--- config.mk ---
export PLATFORM = sky130hd
export DESIGN_NAME = pmbus_target_pec_group_ara
export DESIGN_NICKNAME = d
export VERILOG_FILES = /design/src/hw/pmbus_target_pkg.sv /design/src/hw/pmbus_target_pec_group_ara.sv /design/src/hw/crc8_step.sv
export SDC_FILE = /design/constraint.sdc
export NUM_CORES = 1
export LEC_CHECK = 0
export BUFFER_PORTS_ARGS = -buffer_cell sky130_fd_sc_hd__buf_2
export CELL_PAD_IN_SITES_DETAIL_PLACEMENT = 0
export CELL_PAD_IN_SITES_GLOBAL_PLACEMENT = 1
export CORE_MARGIN = 5
export CORE_UTILIZATION = 52
export CTS_CLUSTER_DIAMETER = 50
export DETAILED_ROUTE_END_ITERATION = 6
export PLACE_DENSITY = 0.84
export RECOVER_POWER = 25
export SLEW_MARGIN = 20
export SYNTH_ARGS = -nofsm -noshare
export SYNTH_HDL_FRONTEND = slang
export SYNTH_HIERARCHICAL = 1
export SYNTH_SLANG_ARGS = --single-unit
--- constraint.sdc ---
create_clock -name pclk -period 9.27 [get_ports pclk]
set_input_delay 0.927 -clock pclk [delete_from_list [all_inputs] [get_ports pclk]]
set_output_delay 0.927 -clock pclk [all_outputs]
set_load 0.02 [all_outputs]
--- src/hw/pmbus_target_pkg.sv ---
`default_nettype none
package pmbus_target_pkg;

  // ==========================================================
  // apb register offsets (byte addresses)
  localparam logic [11:0] OFS_CTRL     = 12'h000;
  localparam logic [11:0] OFS_ALERT_EN = 12'h004;
  localparam logic [11:0] OFS_STATUS   = 12'h008;
  localparam logic [11:0] OFS_MASK     = 12'h00C;
  localparam logic [11:0] OFS_RX_CMD   = 12'h010;
  localparam logic [11:0] OFS_TX_LEN   = 12'h014;
  localparam logic [11:0] OFS_RX_BASE  = 12'h040;
  localparam logic [11:0] OFS_TX_BASE  = 12'h080;

  // ==========================================================
  // field positions
  localparam int CTRL_PEC_BIT     = 8;
  localparam int STAT_CMD_READY   = 0;
  localparam int STAT_BAD_CHKSUM  = 1;
  localparam int STAT_COMM_FAULT  = 2;
  localparam int STAT_ALERT       = 3;
  localparam int STAT_TIMEOUT     = 4;
  localparam int STAT_LINE_LOW    = 5;
  localparam int RXCMD_CNT_LSB    = 8;

  // ==========================================================
  // reset values and link constants
  localparam logic [6:0] OWN_ADDR_RST     = 7'h40;
  localparam logic       PEC_EN_RST       = 1'b0;
  localparam logic [6:0] ARA_ADDR         = 7'h0C;
  localparam logic [7:0] CMD_CLEAR_FAULTS = 8'h03;
  localparam logic [7:0] CRC_POLY         = 8'h07;
  localparam logic [7:0] IDLE_BYTE        = 8'hFF;

  // ==========================================================
  // timing
  localparam longint CLK_FREQ_HZ    = 200_000_000;
  localparam longint TIMEOUT_MIN_MS = 25;
  localparam int     TIMEOUT_CYCLES =
    int'((TIMEOUT_MIN_MS * CLK_FREQ_HZ + 64'd999) / 64'd1000);

  // ==========================================================
  // link state machine
  typedef enum logic [2:0] {
    ST_IDLE = 3'b000,
    ST_RECV = 3'b001,
    ST_ACK  = 3'b010,
    ST_SEND = 3'b011,
    ST_HACK = 3'b100
  } link_state_t;

endpackage : pmbus_target_pkg
`default_nettype wire

--- src/hw/pmbus_target_pec_group_ara.sv ---
// Notes on behaviour
// target on link up to 1 MHz
// byte, word, block transfers, checksum optional
// checksum byte last, just before stop
// device sends checksum on reads
// device checks checksum on writes
// mismatch: ignore command, drop all bytes
// mismatch: set summary and checksum flags
// mismatch: pull alert line low
// enabled faults pull alert line low
// host: group sequence with repeated starts
// group command runs only at stop
// host: each target once per group
// host: no reading commands in group
// group checksum covers own sub-packet only
// checksum frozen at repeated start
// alert response read returns own address
// lowest address wins, losers keep alerting
// winner masks present faults, status kept
// mask cleared only by clear faults
// host: clear faults when servicing alert
// respond to own or broadcast address (code answers only its own address, and the ara address while alerting)
// crc-8 poly 07, zero start
// scl low too long: back to idle
`default_nettype none
module pmbus_target_pec_group_ara #(
  parameter int N_FAULT        = 8,
  parameter int DEPTH          = 4,
  parameter int TIMEOUT_CYCLES = pmbus_target_pkg::TIMEOUT_CYCLES
) (
  // clock and reset
  input  wire logic               pclk,
  input  wire logic               presetn,
  // apb slave
  input  wire logic               psel,
  input  wire logic               penable,
  input  wire logic               pwrite,
  input  wire logic [11:0]        paddr,
  input  wire logic [31:0]        pwdata,
  output logic      [31:0]        prdata,
  output logic                    pready,
  output logic                    pslverr,
  // two-wire link
  input  wire logic               scl_i,
  input  wire logic               sda_i,
  output logic                    sda_o,
  output logic                    sda_oe,
  // open-drain alert
  input  wire logic               alert_line_n_i,
  output logic                    alert_line_n_o,
  output logic                    alert_line_n_oe,
  // device side
  input  wire logic [N_FAULT-1:0] fault_in,
  output logic                    exec_pulse
);

  localparam int IW = (DEPTH > 1) ? $clog2(DEPTH) : 1;
  localparam int TW = $clog2(TIMEOUT_CYCLES + 1);
  localparam int NF = N_FAULT + 1;

  typedef struct packed {
    logic scl_s1, scl_s2, scl_q, sda_s1, sda_s2, sda_q, aln_s1, aln_s2;
    pmbus_target_pkg::link_state_t state;
    logic [3:0]            bitcnt;
    logic [7:0]            shift;
    logic                  first, rd, ara, lost, acked, busy, wr_pend;
    logic [7:0]            nbytes, crc, tidx;
    logic [7:0]            stage_cmd;
    logic [DEPTH-1:0][7:0] stage;
    logic [6:0]            own_addr;
    logic                  pec_en;
    logic [NF-1:0]         alert_en, mask;
    logic                  cmd_ready, bad_chk, comm_fault, tmo_flag;
    logic [7:0]            rx_cmd, rx_cnt, tx_len;
    logic [DEPTH-1:0][7:0] rx, tx;
    logic [TW-1:0]         tmo_cnt;
    logic                  sda_o, sda_oe, aln_o, aln_oe, exec;
    logic                  pready, pslverr;
    logic [31:0]           prdata;
  } state_t;

  state_t st;
  state_t next_st;

  // ==========================================================
  // link events from synchronised pins
  logic          scl_rise, scl_fall, start_evt, stop_evt, tmo_hit;
  logic          pec_ok, commit_ok, fail_evt, clr_evt, ara_win, access;
  logic [NF-1:0] faults;
  logic [7:0]    cand, crc_seed, crc_data, crc_next;

  assign scl_rise  = st.scl_s2 & ~st.scl_q;
  assign scl_fall  = ~st.scl_s2 & st.scl_q;
  assign start_evt = st.scl_s2 & st.scl_q & st.sda_q & ~st.sda_s2;
  assign stop_evt  = st.scl_s2 & st.scl_q & ~st.sda_q & st.sda_s2;
  assign tmo_hit   = (st.tmo_cnt == TW'(TIMEOUT_CYCLES));
  assign pec_ok    = ~st.pec_en | ((st.nbytes >= 8'h02) & (st.crc == 8'h00));
  assign commit_ok = ~tmo_hit & stop_evt & st.wr_pend & (st.nbytes != 8'h00) & pec_ok;
  assign fail_evt  = ~tmo_hit & stop_evt & st.wr_pend & (st.nbytes != 8'h00) & ~pec_ok;
  assign clr_evt   = commit_ok & (st.stage_cmd == pmbus_target_pkg::CMD_CLEAR_FAULTS);
  assign ara_win   = ~tmo_hit & ~start_evt & ~stop_evt & (st.state == pmbus_target_pkg::ST_SEND)
                   & scl_fall & (st.bitcnt == 4'h8) & st.ara & ~st.lost;
  assign faults    = {st.comm_fault, fault_in};
  assign access    = psel & penable & ~st.pready;

  // ==========================================================
  // next byte to transmit
  always_comb begin
    if (st.ara) begin
      cand = (st.tidx == 8'h00) ? {st.own_addr, 1'b0} : pmbus_target_pkg::IDLE_BYTE;
    end else if ((st.tidx < st.tx_len) && (st.tidx < 8'(DEPTH))) begin
      cand = st.tx[st.tidx[IW-1:0]];
    end else if (st.tidx == st.tx_len) begin
      cand = st.crc;
    end else begin
      cand = pmbus_target_pkg::IDLE_BYTE;
    end
  end

  assign crc_data = (st.state == pmbus_target_pkg::ST_RECV) ? st.shift : cand;
  assign crc_seed = ((st.state == pmbus_target_pkg::ST_RECV) & st.first & ~st.shift[0])
                  ? 8'h00 : st.crc;

  crc8_step u_crc (
    .crc_in  (crc_seed),
    .data    (crc_data),
    .crc_out (crc_next)
  );

  // ==========================================================
  // next state
  always_comb begin
    logic       hit;
    logic       do_load;
    logic [7:0] didx;
    next_st = st;
    hit     = 1'b0;
    do_load = 1'b0;
    didx    = st.nbytes - 8'h01;
    next_st.scl_s1 = scl_i;
    next_st.scl_s2 = st.scl_s1;
    next_st.scl_q  = st.scl_s2;
    next_st.sda_s1 = sda_i;
    next_st.sda_s2 = st.sda_s1;
    next_st.sda_q  = st.sda_s2;
    next_st.aln_s1 = alert_line_n_i;
    next_st.aln_s2 = st.aln_s1;
    next_st.exec   = 1'b0;
    next_st.sda_o  = 1'b0;
    next_st.aln_o  = 1'b0;

    // apb slave, one wait state
    next_st.pready  = access;
    next_st.pslverr = 1'b0;
    if (access) begin
      next_st.prdata = 32'h0000_0000;
      case (paddr)
        pmbus_target_pkg::OFS_CTRL: begin
          if (pwrite) begin
            next_st.own_addr = pwdata[6:0];
            next_st.pec_en   = pwdata[pmbus_target_pkg::CTRL_PEC_BIT];
          end
          next_st.prdata[6:0] = st.own_addr;
          next_st.prdata[pmbus_target_pkg::CTRL_PEC_BIT] = st.pec_en;
        end
        pmbus_target_pkg::OFS_ALERT_EN: begin
          if (pwrite) begin
            next_st.alert_en = pwdata[NF-1:0];
          end
          next_st.prdata[NF-1:0] = st.alert_en;
        end
        pmbus_target_pkg::OFS_STATUS: begin
          if (pwrite) begin
            if (pwdata[pmbus_target_pkg::STAT_CMD_READY])  next_st.cmd_ready  = 1'b0;
            if (pwdata[pmbus_target_pkg::STAT_BAD_CHKSUM]) next_st.bad_chk    = 1'b0;
            if (pwdata[pmbus_target_pkg::STAT_COMM_FAULT]) next_st.comm_fault = 1'b0;
            if (pwdata[pmbus_target_pkg::STAT_TIMEOUT])    next_st.tmo_flag   = 1'b0;
          end
          next_st.prdata[pmbus_target_pkg::STAT_CMD_READY]  = st.cmd_ready;
          next_st.prdata[pmbus_target_pkg::STAT_BAD_CHKSUM] = st.bad_chk;
          next_st.prdata[pmbus_target_pkg::STAT_COMM_FAULT] = st.comm_fault;
          next_st.prdata[pmbus_target_pkg::STAT_ALERT]      = st.aln_oe;
          next_st.prdata[pmbus_target_pkg::STAT_TIMEOUT]    = st.tmo_flag;
          next_st.prdata[pmbus_target_pkg::STAT_LINE_LOW]   = ~st.aln_s2;
        end
        pmbus_target_pkg::OFS_MASK: next_st.prdata[NF-1:0] = st.mask;
        pmbus_target_pkg::OFS_RX_CMD: begin
          next_st.prdata[7:0] = st.rx_cmd;
          next_st.prdata[pmbus_target_pkg::RXCMD_CNT_LSB +: 8] = st.rx_cnt;
        end
        pmbus_target_pkg::OFS_TX_LEN: begin
          if (pwrite) begin
            next_st.tx_len = pwdata[7:0];
          end
          next_st.prdata[7:0] = st.tx_len;
        end
        default: begin
          for (int i = 0; i < DEPTH; i++) begin
            if (paddr == pmbus_target_pkg::OFS_RX_BASE + 12'(4 * i)) begin
              hit = 1'b1;
              next_st.prdata[7:0] = st.rx[i];
            end
            if (paddr == pmbus_target_pkg::OFS_TX_BASE + 12'(4 * i)) begin
              hit = 1'b1;
              if (pwrite) begin
                next_st.tx[i] = pwdata[7:0];
              end
              next_st.prdata[7:0] = st.tx[i];
            end
          end
          next_st.pslverr = ~hit;
        end
      endcase
    end

    // bus timeout counter
    if (st.scl_s2) begin
      next_st.tmo_cnt = '0;
    end else if (!tmo_hit) begin
      next_st.tmo_cnt = st.tmo_cnt + TW'(1);
    end

    // link engine
    if (tmo_hit) begin
      next_st.state    = pmbus_target_pkg::ST_IDLE;
      next_st.sda_oe   = 1'b0;
      next_st.busy     = 1'b0;
      next_st.wr_pend  = 1'b0;
      next_st.tmo_flag = 1'b1;
    end else if (start_evt) begin
      if (!st.busy) begin
        next_st.crc     = 8'h00;
        next_st.wr_pend = 1'b0;
      end
      next_st.busy   = 1'b1;
      next_st.state  = pmbus_target_pkg::ST_RECV;
      next_st.bitcnt = 4'h0;
      next_st.first  = 1'b1;
      next_st.sda_oe = 1'b0;
      next_st.ara    = 1'b0;
      next_st.lost   = 1'b0;
    end else if (stop_evt) begin
      if (commit_ok) begin
        next_st.rx_cmd    = st.stage_cmd;
        next_st.rx        = st.stage;
        next_st.rx_cnt    = st.nbytes - (st.pec_en ? 8'h02 : 8'h01);
        next_st.cmd_ready = 1'b1;
        next_st.exec      = 1'b1;
      end
      if (fail_evt) begin
        next_st.bad_chk    = 1'b1;
        next_st.comm_fault = 1'b1;
      end
      if (clr_evt) begin
        next_st.mask       = '0;
        next_st.bad_chk    = 1'b0;
        next_st.comm_fault = 1'b0;
      end
      next_st.busy    = 1'b0;
      next_st.wr_pend = 1'b0;
      next_st.state   = pmbus_target_pkg::ST_IDLE;
      next_st.sda_oe  = 1'b0;
    end else begin
      case (st.state)
        pmbus_target_pkg::ST_RECV: begin
          if (scl_rise) begin
            next_st.shift  = {st.shift[6:0], st.sda_s2};
            next_st.bitcnt = st.bitcnt + 4'h1;
          end else if (scl_fall && st.bitcnt == 4'h8) begin
            next_st.first = 1'b0;
            if (st.first) begin
              if (st.shift[7:1] == st.own_addr) begin
                next_st.state   = pmbus_target_pkg::ST_ACK;
                next_st.sda_oe  = 1'b1;
                next_st.crc     = crc_next;
                next_st.rd      = st.shift[0];
                next_st.tidx    = 8'h00;
                next_st.wr_pend = ~st.shift[0];
                next_st.nbytes  = 8'h00;
              end else if (st.shift == {pmbus_target_pkg::ARA_ADDR, 1'b1} && st.aln_oe) begin
                next_st.state  = pmbus_target_pkg::ST_ACK;
                next_st.sda_oe = 1'b1;
                next_st.rd     = 1'b1;
                next_st.ara    = 1'b1;
                next_st.tidx   = 8'h00;
              end else begin
                next_st.state = pmbus_target_pkg::ST_IDLE;
              end
            end else begin
              if (st.nbytes == 8'h00) begin
                next_st.stage_cmd = st.shift;
              end else if (didx < 8'(DEPTH)) begin
                next_st.stage[didx[IW-1:0]] = st.shift;
              end
              next_st.nbytes = st.nbytes + 8'h01;
              next_st.crc    = crc_next;
              next_st.state  = pmbus_target_pkg::ST_ACK;
              next_st.sda_oe = 1'b1;
            end
          end
        end
        pmbus_target_pkg::ST_ACK: begin
          if (scl_fall) begin
            if (st.rd) begin
              do_load = 1'b1;
            end else begin
              next_st.state  = pmbus_target_pkg::ST_RECV;
              next_st.bitcnt = 4'h0;
              next_st.sda_oe = 1'b0;
            end
          end
        end
        pmbus_target_pkg::ST_SEND: begin
          if (scl_rise) begin
            if (st.ara && st.shift[7] && !st.sda_s2) begin
              next_st.lost = 1'b1;
            end
            next_st.bitcnt = st.bitcnt + 4'h1;
          end else if (scl_fall) begin
            if (st.bitcnt == 4'h8) begin
              next_st.state  = pmbus_target_pkg::ST_HACK;
              next_st.sda_oe = 1'b0;
              if (ara_win) begin
                next_st.mask = st.mask | faults;
              end
            end else begin
              next_st.shift  = {st.shift[6:0], 1'b1};
              next_st.sda_oe = ~st.shift[6] & ~st.lost;
            end
          end
        end
        pmbus_target_pkg::ST_HACK: begin
          if (scl_rise) begin
            next_st.acked = ~st.sda_s2;
          end else if (scl_fall) begin
            if (st.acked) begin
              do_load = 1'b1;
            end else begin
              next_st.state = pmbus_target_pkg::ST_IDLE;
            end
          end
        end
        default: next_st.state = pmbus_target_pkg::ST_IDLE;
      endcase
    end
    if (do_load) begin
      next_st.shift  = cand;
      next_st.crc    = crc_next;
      next_st.tidx   = st.tidx + 8'h01;
      next_st.state  = pmbus_target_pkg::ST_SEND;
      next_st.bitcnt = 4'h0;
      next_st.sda_oe = ~cand[7];
      next_st.lost   = 1'b0;
    end

    next_st.aln_oe = |(faults & st.alert_en & ~st.mask);
  end

  // ==========================================================
  // state register
  always_ff @(posedge pclk or negedge presetn) begin
    if (!presetn) begin
      st          <= '0;
      st.scl_s1   <= 1'b1;
      st.scl_s2   <= 1'b1;
      st.scl_q    <= 1'b1;
      st.sda_s1   <= 1'b1;
      st.sda_s2   <= 1'b1;
      st.sda_q    <= 1'b1;
      st.aln_s1   <= 1'b1;
      st.aln_s2   <= 1'b1;
      st.state    <= pmbus_target_pkg::ST_IDLE;
      st.own_addr <= pmbus_target_pkg::OWN_ADDR_RST;
      st.pec_en   <= pmbus_target_pkg::PEC_EN_RST;
      st.alert_en <= '1;
    end else begin
      st <= next_st;
    end
  end

  assign prdata          = st.prdata;
  assign pready          = st.pready;
  assign pslverr         = st.pslverr;
  assign sda_o           = st.sda_o;
  assign sda_oe          = st.sda_oe;
  assign alert_line_n_o  = st.aln_o;
  assign alert_line_n_oe = st.aln_oe;
  assign exec_pulse      = st.exec;
endmodule : pmbus_target_pec_group_ara
`default_nettype wire

--- src/hw/crc8_step.sv ---
`default_nettype none
module crc8_step (
  // running value and next byte
  input  wire logic [7:0] crc_in,
  input  wire logic [7:0] data,
  // updated value
  output logic      [7:0] crc_out
);

  // ==========================================================
  // msb-first crc-8, one byte per call
  always_comb begin
    crc_out = crc_in ^ data;
    for (int i = 0; i < 8; i++) begin
      if (crc_out[7]) begin
        crc_out = {crc_out[6:0], 1'b0} ^ pmbus_target_pkg::CRC_POLY;
      end else begin
        crc_out = {crc_out[6:0], 1'b0};
      end
    end
  end

endmodule : crc8_step
`default_nettype wire

==> qor.txt, run 1 <==
Status = complete, but fails checks
Violations in the final reports = max-capacitance violations, max-slew violations
EDFF count, synth = 0
GRT Overall Usage = 0.240
Routed WL per cell = 21.3 um
Worst hold slack = 0.360 ns
DRT iter0 DRCs = 1006
Sw Pwr = 842 uW
Cell area power density = 198 mW/mm^2
Initial antenna violation count = 0
Layout Nets = 1366
DRT Pass-1 Iters = 5
Number of hold violations in the final report = 0
Most frequent cells in the layout = 238 x dfrtp_1, 142 x mux2_2, 110 x nor2_1
Relative slew slack = -2.67
Most common cell after layout, fill and taps aside = dfrtp_1
Comb power frac = 0.134
CTS tree = yes
# rows = 59
Ys async rst share = 1.00
Top post-synthesis cells by area = dfrtp_1 44%, mux2_2 12%, dfstp_2 3.5%, nor2_1 3.1%, nand2_1 2.6%
Clock Power Share = 0.436
Max Cap Violations = 1
DP Wirelength = 24.5 mm
Sequential-to-total area share from yosys stat = 0.475
Levels on crit path = 2
Vias = 9980
Initial Utilization = 0.523
Crit-path max FO = 106
Slowest stage delay, CP = 3.79 ns
Lkg Pwr = 6.84 nW
Delay-heaviest family, CP = buffers and inverters
GPL Wtd Cong = 0.922
Remaining Overflow, GRT = 0
VDD IR max = 0.228 mV
Clk sinks = 256
Top-area cell type share of the netlist area = 0.440
Cts hold-fix bufs = 0
Netlist cell types = 83
Final WL = 35.0 mm
Post-CTS setup buffer count = 0
Die X = 171 um
Remaining DRCs = 0
Placed insts = 1588
Ys flop type = dfrtp_1
Final Skew = 0.0247 ns
Final Max Slew Viols = 107
CTS Buffer Depth = 3
Buf/Inv on CP = 2
Cell taking the most area after synthesis = dfrtp_1
Layout Cells excl Fill = 1642
H-tree levels = 1
R2R cell count = 13
Syn avg cell area = 10.7 um^2
Setup TNS Final = 0 ns
Critical-path cell list = clkbuf_1 -> buf_4
Worst Path Class, Setup = in -> async
Post-CTS resize count = 0
Arr. time, crit path = 6.05 ns
Port Buf Inserts = 57
Worst slew pin tran = 5.51 ns
Seq cells post-synth = 256
Final cell utilization of the core = 0.579
Critical Path Start Type = input port
Syn. warnings = 6
Synthesized area = 0.0135 mm^2
Layout cell share with drive strength beyond 1 = 0.237
Clock-pin transition on the worst setup and hold timing paths = 0.06 ns
Fmax = 182 MHz
Worst path slowest cell = clkbuf_1
Sw frac = 0.284
Min cycle time layout = 5.50 ns
N_diodes = 0
Internal = 2.12 mW
Setup violators final = 0
Pin count of the biggest net entering global routing = 107
CP Capture Type = async pin
Flop pwr share = 0.430
Synth-to-layout area growth = 10.6%
RSZ-0062 raised after global routing = false
Cell count after synthesis = 1259
Die H = 171 um
Vias per cell = 6.08
First-pass GRT wire length = 55.6 mm
Hold Path Depth = 0
Pwr Total = 2.97 mW
Hold Path Class = reg -> reg
Critical path required time = 9.82 ns
Vias in the first global route = 9781
Ratio of final minimum period to clock period = 0.593
TritonCTS Buffers = 29
Die area = 0.0293 mm^2
Core footprint = 0.0258 mm^2
# IOs = 99
Root buffer cell = clkbuf_16
Antenna Violating Nets Remaining = 0
Worst-Skew Late Latency = 0.58 ns
worst paths after layout:
path                       slack (ns)         to         start
max in group pclk                5.22    st[228]       st[220]
setup / recovery                 3.77    st[160]       presetn
setup reg to reg                 5.22    st[228]       st[220]
hold reg to reg                  0.36    st[266]  next_st[266]
hold / removal                   0.36    st[266]  next_st[266]
min in group asynchronous        2.37  async pin       presetn
kinds of logic (layout without fill, tap and decap cells):
group,Yosys count,count (layout),synth area share
AOI/OAI and AO/OA,228,228,0.115
adders and majority gates,22,22,0.0209
xor gates and xnor gates,56,56,0.0363
and+or+nand+nor,393,393,0.156
muxes,171,171,0.149
DFF,256,256,0.475
other,1,18,0.000277
buffers and inverters,132,163,0.0479
power groups by stage:
stage / Clock, mW / Sequential [mW] / Combinational (mW)
6_report: 1.29 / 1.28 / 0.397
3_5_place_dp: 0 / 1.29 / 0.394
2_1_floorplan: 0 / 1.20 / 0.357
4_1_cts: 1.31 / 1.27 / 0.397
5_1_grt: 1.36 / 1.28 / 0.441
3_3_place_gp: 0 / 1.29 / 0.388
metal layers:
metal / global-route usage / wire length [um] / up-vias
met5: 0 / 0 / -
met2: 0.366 / 15600 / 367
met3: 0.0561 / 2890 / 72
li1: - / - / 4589
met1: 0.341 / 15300 / 4952
met4: 0.0827 / 1300 / 0
stage by stage:
stage                     area, um^2  setup slack, ns
final                          15000             3.77
after global routing           15000             2.60
after CTS                      15000             5.26
after detailed placement       13900             5.11
after global placement         13900             5.08
after floorplan                13600             6.27
synthesized netlist by cell type, drive strengths merged, types with 19 or more instances:
| cell | n |
|---|---|
| dfrtp | 238 |
| mux2 | 143 |
| nor2 | 111 |
| nand2 | 93 |
| buf | 57 |
| a21oi | 55 |
| inv | 44 |
| o21ai | 44 |
| nand3 | 40 |
| xnor2 | 37 |
| clkbuf | 31 |
| nor3 | 25 |
| ha | 21 |
| xor2 | 19 |
final cells by class:
| class | count | area (um^2) |
|---|---|---|
| Clock buffer | 35 | 778 |
| Clock inverter | 19 | 315 |
| Fill cell | 2161 | 10900 |
| Inverter | 44 | 165 |
| Multi-Input combinational cell | 888 | 6510 |
| Sequential cell | 256 | 6430 |
| Tap cell | 335 | 419 |
| Timing Repair Buffer | 65 | 343 |
No activity file was read; power rests on OpenSTA's default activity.
==> run 2, diff against run 1 <==
ABC_AREA = 1   (was default)
CORE_UTILIZATION = 45   (was 52)
PLACE_DENSITY = 0.79   (was 0.84)
clock period = 5.5 ns   (was 9.27 ns; I/O delays follow)
==> qor.txt, run 2 <==
Lkg Pwr = 7.79 nW
Worst-Skew Late Latency = 0.52 ns
Initial antenna violation count = 0
Final Max Slew Viols = 56
Hold Path Depth = 1
Port Buf Inserts = 57
EDFF count, synth = 0
First-pass GRT wire length = 62.4 mm
Setup TNS Final = 0 ns
Max Cap Violations = 1
CP Capture Type = flip-flop
DRT Pass-1 Iters = 5
Die X = 186 um
H-tree levels = 2
Final WL = 38.6 mm
Design Area, Final = 0.0157 mm^2
CTS tree = yes
Sw frac = 0.240
Core footprint = 0.0307 mm^2
Ratio of final minimum period to clock period = 0.725
Hold Path Class = in -> reg
Critical path required time = 5.92 ns
GR Layer Usage met1 = 0.328
Remaining Overflow, GRT = 0
Post-CTS setup buffer count = 0
Root buffer cell = clkbuf_16
Critical Path Start Type = flip-flop
Flop pwr share = 0.430
Ys async rst share = 1.00
Vias = 11801
Worst Path Class, Setup = reg -> reg
DP Wirelength = 27.6 mm
Clock Power Share = 0.520
Clk sinks = 256
Cell repeated most along the worst path = nand2_1
Most frequent cells in the layout = 495 x nand2_1, 238 x dfrtp_1, 208 x inv_1
Initial Utilization = 0.457
Relative slew slack = -1.17
R2R cell count = 23
Top Usage Layer GRT = met2
TritonCTS Buffers = 35
DRT iter0 DRCs = 778
Synth-to-layout area growth = 11.8%
Sw Pwr = 1.08 mW
Top-area cell type share of the netlist area = 0.425
Pin count of the biggest net entering global routing = 132
Final Skew = 0.0294 ns
Remaining DRCs = 0
Netlist cell types = 53
CTS Buffer Depth = 3
Sequential-to-total area share from yosys stat = 0.459
GRT Overall Usage = 0.218
GPL Wtd Cong = 0.858
Most common cell after layout, fill and taps aside = nand2_1
Syn. warnings = 6
Cell count after synthesis = 1814
Violations in the final reports = max-capacitance violations, max-slew violations
Routing usage on met2 = 0.332
N_diodes = 0
Worst hold slack = 0.125 ns
Die H = 186 um
Area after DPL = 0.0144 mm^2
Met3 Resource Use GR = 0.0336
Internal = 3.41 mW
Cts hold-fix bufs = 0
Cell area power density = 286 mW/mm^2
# rows = 64
Setup violators final = 0
Layout Nets = 1933
Min cycle time layout = 3.99 ns
Seq cells post-synth = 256
Antenna Violating Nets Remaining = 0
Fmax = 251 MHz
Cell taking the most area after synthesis = dfrtp_1
Synthesized area = 0.0140 mm^2
Status = complete, but fails checks
Clock-pin transition on the worst setup and hold timing paths = 0.06 ns
Die area = 0.0347 mm^2
VDD IR max = 0.200 mV
Routed WL per cell = 17.0 um
Syn avg cell area = 7.72 um^2
# IOs = 99
Vias in the first global route = 11232
Reg2reg start = st[220]
Slowest stage delay, CP = 0.89 ns
Layout cell share with drive strength beyond 1 = 0.110
Top-count cell post-synth = nand2_1
Worst path slowest cell = dfrtp_1
Top post-synthesis cells by area = dfrtp_1 43%, nand2_1 13%, o21ai_0 5.9%, inv_1 5.5%, nand3_1 3.7%
Post-synth top cells = 495 x nand2_1, 238 x dfrtp_1, 207 x inv_1
Post-CTS resize count = 0
Arr. time, crit path = 4.41 ns
Ys flop type = dfrtp_1
Number of hold violations in the final report = 0
Hold_sp = scl_i
Vias per cell = 5.19
Critical-path cell list = inv_1 -> ha_1 -> inv_1 -> a21oi_1 -> o21ai_0 -> nand2_1 -> nand2_1 -> inv_1 -> nand2_1 -> nand3_1 -> nand3_1 -> o21ai_0 -> inv_1 -> nand2_1 -> nand2_1 -> nand2_1 -> nand2_1 -> nand2_1 -> nand2_1 -> nand2_1 -> nand2_1 -> o21ai_0 -> o21ai_0
Crit-path max FO = 27
Crit path from = st[220]
RSZ-0062 raised after global routing = false
Comb power frac = 0.050
Worst slew pin tran = 3.26 ns
[run 2: cell types whose count changed in the layout (fill, tap and decap cells not counted), sizes merged, moves of 14 or more]
cell / before / now
nand2: 93 / 511
o21ai: 44 / 225
inv: 47 / 225
mux2: 143 / 0
nand3: 40 / 110
nor2: 111 / 147
xnor2: 37 / 8
nand4: 14 / 36
nor3: 25 / 45
a21o: 17 / 0
nor4: 17 / 3
[run 2: path summary, 6_finish.rpt]
check	endpoint	slack, ns
hold / removal	next_st[272]	0.12
setup reg to reg	st[231]	1.51
setup / recovery	st[231]	1.51
max in group asynchronous	st[222]	1.63
min in group asynchronous	prdata[10]	1.68
hold reg to reg	st[266]	0.36
[run 2: cell type report]
cell class                      instances  area [um^2]
Fill cell                            3035        15000
Multi-Input combinational cell       1269         6300
Inverter                              225          847
Clock buffer                           46         1010
Sequential cell                       256         6430
Tap cell                              396          495
Timing Repair Buffer                   64          372
Clock inverter                         18          213
[run 2: worst max-delay path: cells and delay by family, from the launching register on]
kind | cells | cell delay (ns)
buf+inv | 4 | 0.82
flops | 1 | 0.89
simple gates | 13 | 1.20
fa+ha+maj | 1 | 0.32
compound gates | 5 | 0.67
[run 2: power groups by stage]
stage          clock network, mW  registers (mW)  logic (mW)
3_5_place_dp                   0            1.96       0.227
4_1_cts                     2.38            1.93       0.228
6_report                    2.33            1.93       0.226
5_1_grt                     2.45            1.93       0.257
3_3_place_gp                   0            1.96       0.226
2_1_floorplan                  0            1.96       0.128
[run 2: cells by family after synthesis]
| family | Yosys count | synth area share |
|---|---|---|
| xor gates and xnor gates | 35 | 0.0224 |
| AOI/OAI and AO/OA | 315 | 0.124 |
| and+or+nand+nor | 855 | 0.262 |
| muxes | 24 | 0.0172 |
| adders and majority gates | 22 | 0.0202 |
| buffers and inverters | 306 | 0.0956 |
| DFF | 256 | 0.459 |
| other | 1 | 0.000268 |
[run 2: per-layer routing]
layer | wire (um) | part of all wire
met2 | 16900 | 0.44
met1 | 18700 | 0.49
met3 | 2100 | 0.054
met4 | 835 | 0.022
met5 | 0 | 0
[run 2: through the flow]
| stage | worst slack (ns) | std cells | power [mW] | util |
|---|---|---|---|---|
| 3_3_place_gp | 1.73 | 2208 | 2.19 | 0.470 |
| 4_1_cts | 1.60 | 2272 | 4.53 | 0.510 |
| 5_1_grt | 0.981 | 2274 | 4.63 | 0.511 |
| 2_1_floorplan | 2.70 | 1831 | 2.09 | - |
| 6_report | 1.51 | 2274 | 4.49 | 0.511 |
| 3_5_place_dp | 1.63 | 2208 | 2.19 | 0.470 |
